--- config.mk ---
export PLATFORM = sky130hd
export DESIGN_NAME = psled_driver
export DESIGN_NICKNAME = d
export VERILOG_FILES = /design/src/rtl/psled_pkg.sv /design/src/rtl/psled_driver.sv
export SDC_FILE = /design/constraint.sdc
export NUM_CORES = 1
export LEC_CHECK = 0
export BUFFER_PORTS_ARGS = -buffer_cell sky130_fd_sc_hd__buf_2
export CAP_MARGIN = 20
export CORE_ASPECT_RATIO = 0.75
export CORE_MARGIN = 2
export CORE_UTILIZATION = 40
export CTS_CLUSTER_DIAMETER = 60
export CTS_CLUSTER_SIZE = 40
export DETAILED_ROUTE_END_ITERATION = 8
export PLACE_DENSITY_LB_ADDON = 0.3
export SLEW_MARGIN = 10
export SYNTH_ARGS = -nofsm -noshare
export SYNTH_HDL_FRONTEND = slang
export SYNTH_SLANG_ARGS = --single-unit
--- constraint.sdc ---
create_clock -name clk_i -period 2.6 [get_ports clk_i]
set_input_delay 0.26 -clock clk_i [delete_from_list [all_inputs] [get_ports clk_i]]
set_output_delay 0.26 -clock clk_i [all_outputs]
set_load 0.02 [all_outputs]
--- src/rtl/psled_pkg.sv ---
// Package of constants and carrier types for the status lamp driver
package psled_pkg;

  // ==================================================================
  // Timing
  // ==================================================================
  // System clock period in ns
  localparam int CLK_PERIOD_NS = 20;
  // Fault blink half period in ms
  localparam int FAULT_HALF_MS = 250;
  // Fault blink half period in clock cycles
  localparam int FAULT_HALF_CYC = (FAULT_HALF_MS * 1000000) / CLK_PERIOD_NS;
  // Activity flash pulse length in ms
  localparam int ACT_PULSE_MS = 50;
  // Activity flash pulse length in clock cycles
  localparam int ACT_PULSE_CYC = (ACT_PULSE_MS * 1000000) / CLK_PERIOD_NS;
  // Activity dark gap length in ms
  localparam int ACT_GAP_MS = 50;
  // Activity dark gap length in clock cycles
  localparam int ACT_GAP_CYC = (ACT_GAP_MS * 1000000) / CLK_PERIOD_NS;

  // ==================================================================
  // Lamp field positions in the mirror word
  // ==================================================================
  localparam int MIR_EXEC_BIT  = 0;
  localparam int MIR_IO_BIT    = 1;
  localparam int MIR_PROC_BIT  = 2;
  localparam int MIR_FIELD_BIT = 3;
  localparam int MIR_WIDTH     = 4;
  // Mirror value after reset, all dark
  localparam logic [3:0] MIR_RESET = 4'h0;

  // ==================================================================
  // Types
  // ==================================================================
  // Controller execution state
  typedef enum logic [1:0] {
    PSLED_ST_IDLE    = 2'b00,
    PSLED_ST_RUN     = 2'b01,
    PSLED_ST_STOP    = 2'b10,
    PSLED_ST_SWHALT  = 2'b11
  } psled_run_e;

  // Activity flasher state
  typedef enum logic [1:0] {
    PSLED_ACT_DARK = 2'b00,
    PSLED_ACT_LIT  = 2'b01,
    PSLED_ACT_GAP  = 2'b10
  } psled_act_e;

  // Fault and configuration conditions
  typedef struct packed {
    logic cell_absent;
    logic cell_flat;
    logic cell_reversed;
    logic cell_wrong_type;
    logic app_invalid;
    logic proc_error;
    logic io_error;
    logic rack_bus_error;
    logic card_cell_fault;
  } psled_fault_s;

  // Lamp outputs
  typedef struct packed {
    logic cell_backup_fault_lamp;
    logic exec_lamp;
    logic console_port_lamp;
    logic io_fault_lamp;
    logic fieldbus_link_lamp;
    logic proc_fault_lamp;
  } psled_lamps_s;

endpackage

--- src/rtl/psled_driver.sv ---
// Status lamp driver for the controller processor card
// Notes on behaviour
// - Backup-cell lamp steady on fault, never flashes
// - Execution lamp steady running, flashes when stopped
// - Execution lamp dark: no application or error
// - Console lamp flashes with traffic, dark idle
// - Fieldbus lamp flashes with traffic, dark idle
// - I/O lamp steady on I/O or configuration error (io_error); flashes instead on rack bus error
// - Rack bus error flashes I/O, processor together
// - Processor lamp steady error, flashes lesser faults
// - Execution, I/O, processor, fieldbus mirrored to host
// - Autostart cartridge runs controller after power-up
`timescale 1ns/10ps
`default_nettype none

module psled_driver #(
  parameter int FAULT_HALF_CYC = psled_pkg::FAULT_HALF_CYC,
  parameter int ACT_PULSE_CYC  = psled_pkg::ACT_PULSE_CYC,
  parameter int ACT_GAP_CYC    = psled_pkg::ACT_GAP_CYC
) (
  // Clock and reset
  input  wire logic                   clk_i,
  input  wire logic                   rst_i,
  // Fault conditions
  input  wire psled_pkg::psled_fault_s fault_i,
  // Execution control
  input  wire logic                   card_present_i,
  input  wire logic                   card_autostart_i,
  input  wire logic                   run_req_i,
  input  wire logic                   stop_req_i,
  input  wire logic                   sw_halt_i,
  // Traffic events, one pulse per transfer
  input  wire logic                   console_event_i,
  input  wire logic                   console_link_up_i,
  input  wire logic                   fieldbus_event_i,
  input  wire logic                   fieldbus_link_up_i,
  // Lamps
  output logic                        cell_backup_fault_lamp_o,
  output logic                        exec_lamp_o,
  output logic                        console_port_lamp_o,
  output logic                        io_fault_lamp_o,
  output logic                        fieldbus_link_lamp_o,
  output logic                        proc_fault_lamp_o,
  // Host mirror of lamp states
  output logic [psled_pkg::MIR_WIDTH-1:0] host_mirror_o,
  // Execution state seen by host
  output logic                        running_o
);

  // ==================================================================
  // Declarations
  // ==================================================================
  localparam int FW = (FAULT_HALF_CYC > 1) ? $clog2(FAULT_HALF_CYC) : 1;
  localparam int AW = $clog2(((ACT_PULSE_CYC > ACT_GAP_CYC) ? ACT_PULSE_CYC : ACT_GAP_CYC) + 1);

  logic [FW-1:0]         blink_cnt_r;   // Fault blink divider
  logic                  blink_r;       // Slow blink phase
  psled_pkg::psled_run_e run_r;         // Execution state
  logic                  boot_done_r;   // Power-up decision taken
  psled_pkg::psled_act_e con_st_r;      // Console flasher state
  logic [AW-1:0]         con_cnt_r;     // Console flasher timer
  psled_pkg::psled_act_e fb_st_r;       // Fieldbus flasher state
  logic [AW-1:0]         fb_cnt_r;      // Fieldbus flasher timer
  psled_pkg::psled_lamps_s lamps_nxt;   // Next lamp pattern
  logic                  cell_fault;    // Any backup-cell fault
  logic                  not_ready;     // No usable application or error
  logic [AW+1:0]         con_step;      // Console flasher next state and timer
  logic [AW+1:0]         fb_step;       // Fieldbus flasher next state and timer

  // Activity flasher step: event lights, timer lights then gaps
  function automatic logic [AW+1:0] act_step(input psled_pkg::psled_act_e st,
                                             input logic [AW-1:0] cnt,
                                             input logic link_up,
                                             input logic evt);
    psled_pkg::psled_act_e ns;
    logic [AW-1:0]         nc;
    ns = st;
    nc = cnt;
    if (!link_up) begin
      // Inactive link stays dark
      ns = psled_pkg::PSLED_ACT_DARK;
      nc = '0;
    end else begin
      case (st)
        psled_pkg::PSLED_ACT_DARK: begin
          // Traffic starts a flash
          if (evt) begin
            ns = psled_pkg::PSLED_ACT_LIT;
            nc = AW'(ACT_PULSE_CYC - 1);
          end
        end
        psled_pkg::PSLED_ACT_LIT: begin
          // Hold lit, then a dark gap
          if (cnt == '0) begin
            ns = psled_pkg::PSLED_ACT_GAP;
            nc = AW'(ACT_GAP_CYC - 1);
          end else begin
            nc = cnt - 1'b1;
          end
        end
        default: begin
          // Gap ends; more traffic flashes again at once
          if (cnt == '0) begin
            ns = evt ? psled_pkg::PSLED_ACT_LIT : psled_pkg::PSLED_ACT_DARK;
            nc = evt ? AW'(ACT_PULSE_CYC - 1) : '0;
          end else begin
            nc = cnt - 1'b1;
          end
        end
      endcase
    end
    return {ns, nc};
  endfunction

  assign cell_fault = fault_i.cell_absent | fault_i.cell_flat |
                      fault_i.cell_reversed | fault_i.cell_wrong_type;
  assign not_ready  = fault_i.app_invalid | fault_i.proc_error;
  // Next flasher steps, split apart again in the flasher registers
  assign con_step   = act_step(con_st_r, con_cnt_r, console_link_up_i, console_event_i);
  assign fb_step    = act_step(fb_st_r, fb_cnt_r, fieldbus_link_up_i, fieldbus_event_i);

  // ==================================================================
  // Fault blink timebase
  // ==================================================================
  // Fixed slow blink
  always_ff @(posedge clk_i or posedge rst_i) begin
    if (rst_i) begin
      blink_cnt_r <= '0;
      blink_r     <= 1'b0;
    end else if (blink_cnt_r == FW'(FAULT_HALF_CYC - 1)) begin
      blink_cnt_r <= '0;
      blink_r     <= ~blink_r;
    end else begin
      blink_cnt_r <= blink_cnt_r + 1'b1;
    end
  end

  // ==================================================================
  // Execution state
  // ==================================================================
  // Autostart after power-up
  always_ff @(posedge clk_i or posedge rst_i) begin
    if (rst_i) begin
      run_r       <= psled_pkg::PSLED_ST_IDLE;
      boot_done_r <= 1'b0;
    end else begin
      boot_done_r <= 1'b1;
      if (not_ready) begin
        // No application or hard error: not executing
        run_r <= psled_pkg::PSLED_ST_IDLE;
      end else if (sw_halt_i) begin
        run_r <= psled_pkg::PSLED_ST_SWHALT;
      end else if (!boot_done_r) begin
        // First cycle after reset: autostart decides
        run_r <= (card_present_i && card_autostart_i) ?
                 psled_pkg::PSLED_ST_RUN : psled_pkg::PSLED_ST_STOP;
      end else if (stop_req_i) begin
        run_r <= psled_pkg::PSLED_ST_STOP;
      end else if (run_req_i) begin
        run_r <= psled_pkg::PSLED_ST_RUN;
      end else if (run_r == psled_pkg::PSLED_ST_IDLE) begin
        // Fault cleared: wait stopped
        run_r <= psled_pkg::PSLED_ST_STOP;
      end
    end
  end

  // ==================================================================
  // Activity flashers
  // ==================================================================
  // Console traffic flasher
  always_ff @(posedge clk_i or posedge rst_i) begin
    if (rst_i) begin
      con_st_r  <= psled_pkg::PSLED_ACT_DARK;
      con_cnt_r <= '0;
    end else begin
      con_st_r  <= psled_pkg::psled_act_e'(con_step[AW+1:AW]);
      con_cnt_r <= con_step[AW-1:0];
    end
  end

  always_ff @(posedge clk_i or posedge rst_i) begin
    if (rst_i) begin
      fb_st_r  <= psled_pkg::PSLED_ACT_DARK;
      fb_cnt_r <= '0;
    end else begin
      fb_st_r  <= psled_pkg::psled_act_e'(fb_step[AW+1:AW]);
      fb_cnt_r <= fb_step[AW-1:0];
    end
  end

  // ==================================================================
  // Lamp pattern
  // ==================================================================
  always_comb begin
    lamps_nxt.cell_backup_fault_lamp = cell_fault;
    case (run_r)
      psled_pkg::PSLED_ST_RUN:    lamps_nxt.exec_lamp = 1'b1;
      psled_pkg::PSLED_ST_STOP,
      psled_pkg::PSLED_ST_SWHALT: lamps_nxt.exec_lamp = blink_r;
      default:                    lamps_nxt.exec_lamp = 1'b0;
    endcase
    if (not_ready) begin
      lamps_nxt.exec_lamp = 1'b0;
    end
    lamps_nxt.console_port_lamp  = (con_st_r == psled_pkg::PSLED_ACT_LIT);
    lamps_nxt.fieldbus_link_lamp = (fb_st_r == psled_pkg::PSLED_ACT_LIT);
    if (fault_i.rack_bus_error) begin
      lamps_nxt.io_fault_lamp = blink_r;
    end else begin
      lamps_nxt.io_fault_lamp = fault_i.io_error;
    end
    if (fault_i.proc_error) begin
      lamps_nxt.proc_fault_lamp = 1'b1;
    end else if (fault_i.app_invalid || run_r == psled_pkg::PSLED_ST_SWHALT ||
                 fault_i.card_cell_fault || fault_i.rack_bus_error) begin
      lamps_nxt.proc_fault_lamp = blink_r;
    end else begin
      lamps_nxt.proc_fault_lamp = 1'b0;
    end
  end

  // ==================================================================
  // Output registers
  // ==================================================================
  // Registered lamps, dark in reset
  always_ff @(posedge clk_i or posedge rst_i) begin
    if (rst_i) begin
      cell_backup_fault_lamp_o <= 1'b0;
      exec_lamp_o              <= 1'b0;
      console_port_lamp_o      <= 1'b0;
      io_fault_lamp_o          <= 1'b0;
      fieldbus_link_lamp_o     <= 1'b0;
      proc_fault_lamp_o        <= 1'b0;
      running_o                <= 1'b0;
    end else begin
      cell_backup_fault_lamp_o <= lamps_nxt.cell_backup_fault_lamp;
      exec_lamp_o              <= lamps_nxt.exec_lamp;
      console_port_lamp_o      <= lamps_nxt.console_port_lamp;
      io_fault_lamp_o          <= lamps_nxt.io_fault_lamp;
      fieldbus_link_lamp_o     <= lamps_nxt.fieldbus_link_lamp;
      proc_fault_lamp_o        <= lamps_nxt.proc_fault_lamp;
      running_o                <= (run_r == psled_pkg::PSLED_ST_RUN);
    end
  end

  always_ff @(posedge clk_i or posedge rst_i) begin
    if (rst_i) begin
      host_mirror_o <= psled_pkg::MIR_RESET;
    end else begin
      host_mirror_o[psled_pkg::MIR_EXEC_BIT]  <= lamps_nxt.exec_lamp;
      host_mirror_o[psled_pkg::MIR_IO_BIT]    <= lamps_nxt.io_fault_lamp;
      host_mirror_o[psled_pkg::MIR_PROC_BIT]  <= lamps_nxt.proc_fault_lamp;
      host_mirror_o[psled_pkg::MIR_FIELD_BIT] <= lamps_nxt.fieldbus_link_lamp;
    end
  end

endmodule
`default_nettype wire

# Yosys cells after proc, flatten, opt, wreduce, memory -nomap -nowiden
# Cells that the tools add are included.
# op_classes
addsub,3
eq_ne,13
muxes,37
bitwise,5
reduce_logical,12
# op_table
cell,count
2-to-1 mux 22 bit,10
case mux 22 bit (2 select lines),2
logical NOT 22 bit,2
"subtractor 22 x 1 -> 22 bit, second input constant",2
2-to-1 mux 2 bit,15
"adder 24 x 1 -> 24 bit, second input constant",1
"== test 24 bit, second input constant",1
2-to-1 mux 24 bit,1
case mux 2 bit (2 select lines),2
"== test 2 x 1 -> 1 bit, second input constant",3
logical NOT 2 bit,3
2-to-1 mux 1 bit,6
"inequality test 3 x 1 -> 1 bit, second input constant",2
"inequality test 3 x 2 -> 1 bit, second input constant",2
"inequality test 3 bit, second input constant",2
"inequality test 6 x 4 -> 1 bit, second input constant",1
AND reduction 3 bit,2
"== test 2 bit, second input constant",2
OR 1 bit,4
logical OR 1 bit,3
case mux 1 bit (2 select lines),1
OR reduction 2 bit,1
logical AND 1 bit,1
NOT 1 bit,1
# word_totals
reg_bits,87
in_bits,20
output_inout_bits,11
wordCells,86

# Logic depth before layout (Yosys ltp)
# depth
word_depth,7
depth_mapped,8
depth_no_buf,8

# Least setup slack after synthesis
# No wires, ideal clock.
# synth_path
path_kind,register to register
start,reg fb_cnt_r[9]
end,reg fb_cnt_r[3]
setup_ps,122
t_arrival_ps,2532
required_time_ps,2478
setup_slack_ps,-54
stages_incl_launch_ff,8
synth_period_minus_slack_ps,2654
cell_sequence,dfrtp_1 or4_4 or4b_1 buf_2 or3_4 o311ai_4 inv_2 a32o_1
# synth_via
elab_chain_cells,4
word_cells_on_any_way,5
cone_classes,mux: 4; reduce/logical: 1
# synth_lines
item,line,text
from (decl),psled_driver.sv:63,logic [AW-1:0] fb_cnt_r;
from (signal assigned),psled_driver.sv:188,fb_cnt_r <= fb_step[AW-1:0];
logical NOT 22 bit *,"psled_driver.sv:94, psled_driver.sv:103",
"2-to-1 mux 22 bit, on equally long branches","psled_driver.sv:103, psled_driver.sv:94",
case mux 22 bit (2 select lines) *,psled_driver.sv:84,case (st)
2-to-1 mux 22 bit *,psled_driver.sv:79,if (!link_up) begin
# Every way passes the cells marked *; elsewhere a longest branch is shown, timed or not.
# A chain may end at the register's enable or synchronous reset.

# Worst setup path in the final report
# Ends and elaborated chain as after synthesis.

==> key figures <==
Finish
  • Layout cell share with drive strength beyond 1: 20.0%
  • Final instance area: 5310 um2
  • Fillers: 1019
  • Antenna diodes: 0
  • Final net count: 557
  • Most frequent cells in the layout: 83 x dfrtp_1, 58 x nor2_1, 41 x nand2_1
  • Layout area overhead: 20.7%
  • Most common cell after layout, fill and taps aside: dfrtp_1

Timing
  • Relative slew slack: 60.9%
  • Final hold viol count: 0
  • Max Transition Viols Final: 0
  • Count of final setup violators: 0
  • Slew at the pin closest to its max-slew limit: 0.581 ns
  • RSZ-0062 raised after global routing: yes
  • Final Skew: 0.00889 ns
  • Final Critical Period: 2.55 ns
  • Max Fclk: 391 MHz
  • Tcrit/Tclk final: 98.3%

Setup path
  • Crit path max-delay family: simple AND/OR/NAND/NOR gates
  • Critical Path Source: fb_cnt_r[9]
  • Endpoint class of the critical path: flop
  • Critical path cell sequence: or4_4, or4b_4, or3_4, buf_4, nor2_4, o21ai_1, a32o_1
  • Worst-path maximum fanout: 4
  • CP max stage cell: or4_4
  • Worst EP required: 2.83 ns
  • Reg2reg start: fb_cnt_r[9]
  • Largest stage delay on the critical path: 0.55 ns
  • Buf/Inv on CP: 1
  • Crit path launch type: flop
  • Worst Path Arrival: 2.78 ns
  • Critical path type: flop to flop

Floorplan
  • Rows: 33
  • Die height: 94.8 um
  • Initial Utilization: 40.7%
  • Core box area: 10800 um2
  • I/O Pins: 31
  • Die area: 11900 um2
  • Die span in x: 125 um

Yosys
  • Mux contribution to synthesized area: 0.484%
  • Register bit count reported by yosys: 83
  • Syn. warnings: 0
  • Combinational family with the most area after synthesis: simple AND/OR/NAND/NOR gates
  • Post-Synth Adder-Cell Area: 0.853%
  • Synth Flop Type: dfrtp_1
  • Synth cell types: 66
  • Post-synthesis sequential area ratio: 47.2%
  • Syn Area/Cell: 9.40 um2
  • Syn Std Cell Area: 4400 um2
  • EDFF count, synth: 0
  • Post-Syn Instances: 468
  • Mapped Nets: 491
  • Simple-Gate Fraction of Synth Area: 24.7%
  • Synth Area in Compound Gates: 15.6%
  • Xor/xnor share of the synthesized area: 8.16%
  • Async SR Flop Fraction: 100%

Global routing
  • Total track usage: 17.5%
  • Initial antenna violation count: 0
  • First-pass GRT wire length: 16900 um
  • Largest net degree at the start of global routing: 68
  • GRT Residual Overflow: 0
  • Vias in the first global route: 3447

Clock tree
  • CTS tree: yes
  • CTS Buf Count: 9
  • Clock transition at the registers of the reported paths: 0.06 ns
  • CTS H-tree depth: 3
  • Clock Sinks: 83
  • CTS root buffer: clkbuf_16
  • Max clock buf depth: 2
  • Clk_lat worst skew: 0.34 ns

Drt
  • WL/cell: 14.6 um
  • DR iter-0 viols: 265
  • Final wirelength: 9920 um
  • DR vias: 3709
  • Antenna-violating nets left: 0
  • Routed vias/inst: 5.46
  • Pre-antenna DRT Iters: 6
  • DRC: 0

Hold path
  • Worst min path class: primary input to flop
  • HP Start: fault_i[5]

Power and ir drop
  • Max IR drop VDD: 0.308 mV
  • PnR Total Power: 3.32 mW
  • Leakage: 2.32 nW
  • Pwr/cell area: 625 nW/um2

Place
  • GP Congestion: 0.931
  • HPWL Detailed: 7000 um
  • Port Buf Inserts: 30
  • Placement Cell Area: 4940 um2

Status
  • Status: completed

Flow run
  • # Max-Cap Violations: 0
cell usage after synthesis (2+ instances only):
master    count  area, um2
clkbuf_1     10       37.5
o41ai_1       3       26.3
nand4b_1      2       17.5
a221oi_1      3       26.3
a21o_1        4       30.0
and2_1        5       31.3
o211a_1       2       20.0
nor3_1       27        135
a21boi_0      3       22.5
nand2b_1      5       31.3
nor4b_1       2       17.5
o21a_1        3       22.5
and3_1        5       31.3
nand2_1      41        154
nand3_1      19       95.1
a211oi_1      3       22.5
or2_2         2       12.5
inv_1        11       41.3
a21oi_1      17       85.1
xor2_1       13        114
nor2b_1       7       43.8
xnor2_1      28        245
o22a_1        2       17.5
o311ai_0      4       35.0
buf_4         4       30.0
o31ai_1       2       15.0
o21ai_0      30        150
nor2_1       59        221
nor3b_1       4       30.0
a31oi_1       2       12.5
nor4_1        8       50.1
or3_1         8       50.1
o21ba_2       2       20.0
o22ai_1       2       12.5
or4_1         6       45.0
ha_1          3       37.5
dfrtp_1      83       2080
a32o_1        4       40.0
nand4_1       3       18.8
cell families (layout without fill, tap and decap cells):
logic type | Yosys count | after routing
adders and majority gates | 3 | 3
DFF | 83 | 83
AOI/OAI and AO/OA | 97 | 98
and+or+nand+nor | 213 | 213
muxes | 2 | 2
other | 1 | 1
buffers and inverters | 28 | 98
xor gates and xnor gates | 41 | 41
through the flow:
stage	setup slack (ns)	utilization (%)	std cells	TNS [ns]	hold WS, ns
finish	0.0454	49.1	679	0	0.119
global route	-0.00627	49.1	679	-0.0170	0.110
CTS	0.0107	48.8	678	0	0.112
detailed placement	-0.0274	45.7	659	-0.0814	0.230
global placement	0.0275	45.7	659	0	0.230
floorplan	-0.0537	-	468	-0.0909	0.327
report_power, final:
group | total, mW | switching, mW | internal, mW | leakage (nW)
Combinational | 0.549 | 0.309 | 0.240 | 1.08
Sequential | 1.43 | 0.0682 | 1.36 | 1.09
Clock | 1.34 | 0.499 | 0.838 | 0.150
Total | 3.32 | 0.877 | 2.44 | 2.32
timing repair:
| item | CTS | global route |
|---|---|---|
| hold endpoints to repair | 16 | 0 |
| hold buffers | 1 | 0 |
| cloned | 0 | 1 |
| resized for setup | 2 | 8 |
| setup endpoints to repair | 5 | 13 |
| pin swaps | 2 | 2 |
| setup buffers | 2 | 0 |
area by class of cell:
cell class	instances	area, um2	area share, %
Clock inverter	5	77.6	1.46
Multi-Input combinational cell	358	2230	42.0
Inverter	12	46.3	0.872
Timing Repair Buffer	70	469	8.84
Clock buffer	11	233	4.38
Tap cell	140	175	3.30
Sequential cell	83	2080	39.1
per-layer routing:
metal  share of wire, %  track usage (%)
met3                6.1             4.42
met2                 42             25.8
met4                1.0             4.63
met1                 51             25.8
met5                  0                0
state kept, by name (all words and copies together) (netlist names):
| name | count |
|---|---|
| blink_cnt_r | 24 |
| con_cnt_r | 22 |
| fb_cnt_r | 22 |
| host_mirror_o | 3 |
| con_st_r | 2 |
| fb_st_r | 2 |
| run_r | 2 |
| blink_r | 1 |
| boot_done_r | 1 |
| cell_backup_fault_lamp_o | 1 |
| console_port_lamp_o | 1 |
| fieldbus_link_lamp_o | 1 |
| running_o | 1 |
path summary, 6_finish.rpt:
kind                                       endpoint  slack (ns)  cells past startpoint
setup / recovery                        fb_cnt_r[3]        0.05                      7
min in group asynchronous              con_cnt_r[5]        0.41                      3
setup reg to reg                        fb_cnt_r[3]        0.05                      7
hold reg to reg                      blink_cnt_r[0]        0.49                      1
max in group asynchronous           blink_cnt_r[18]        1.55                      4
hold / removal             cell_backup_fault_lamp_o        0.12                      2
Power figures use the tool's default switching activity.
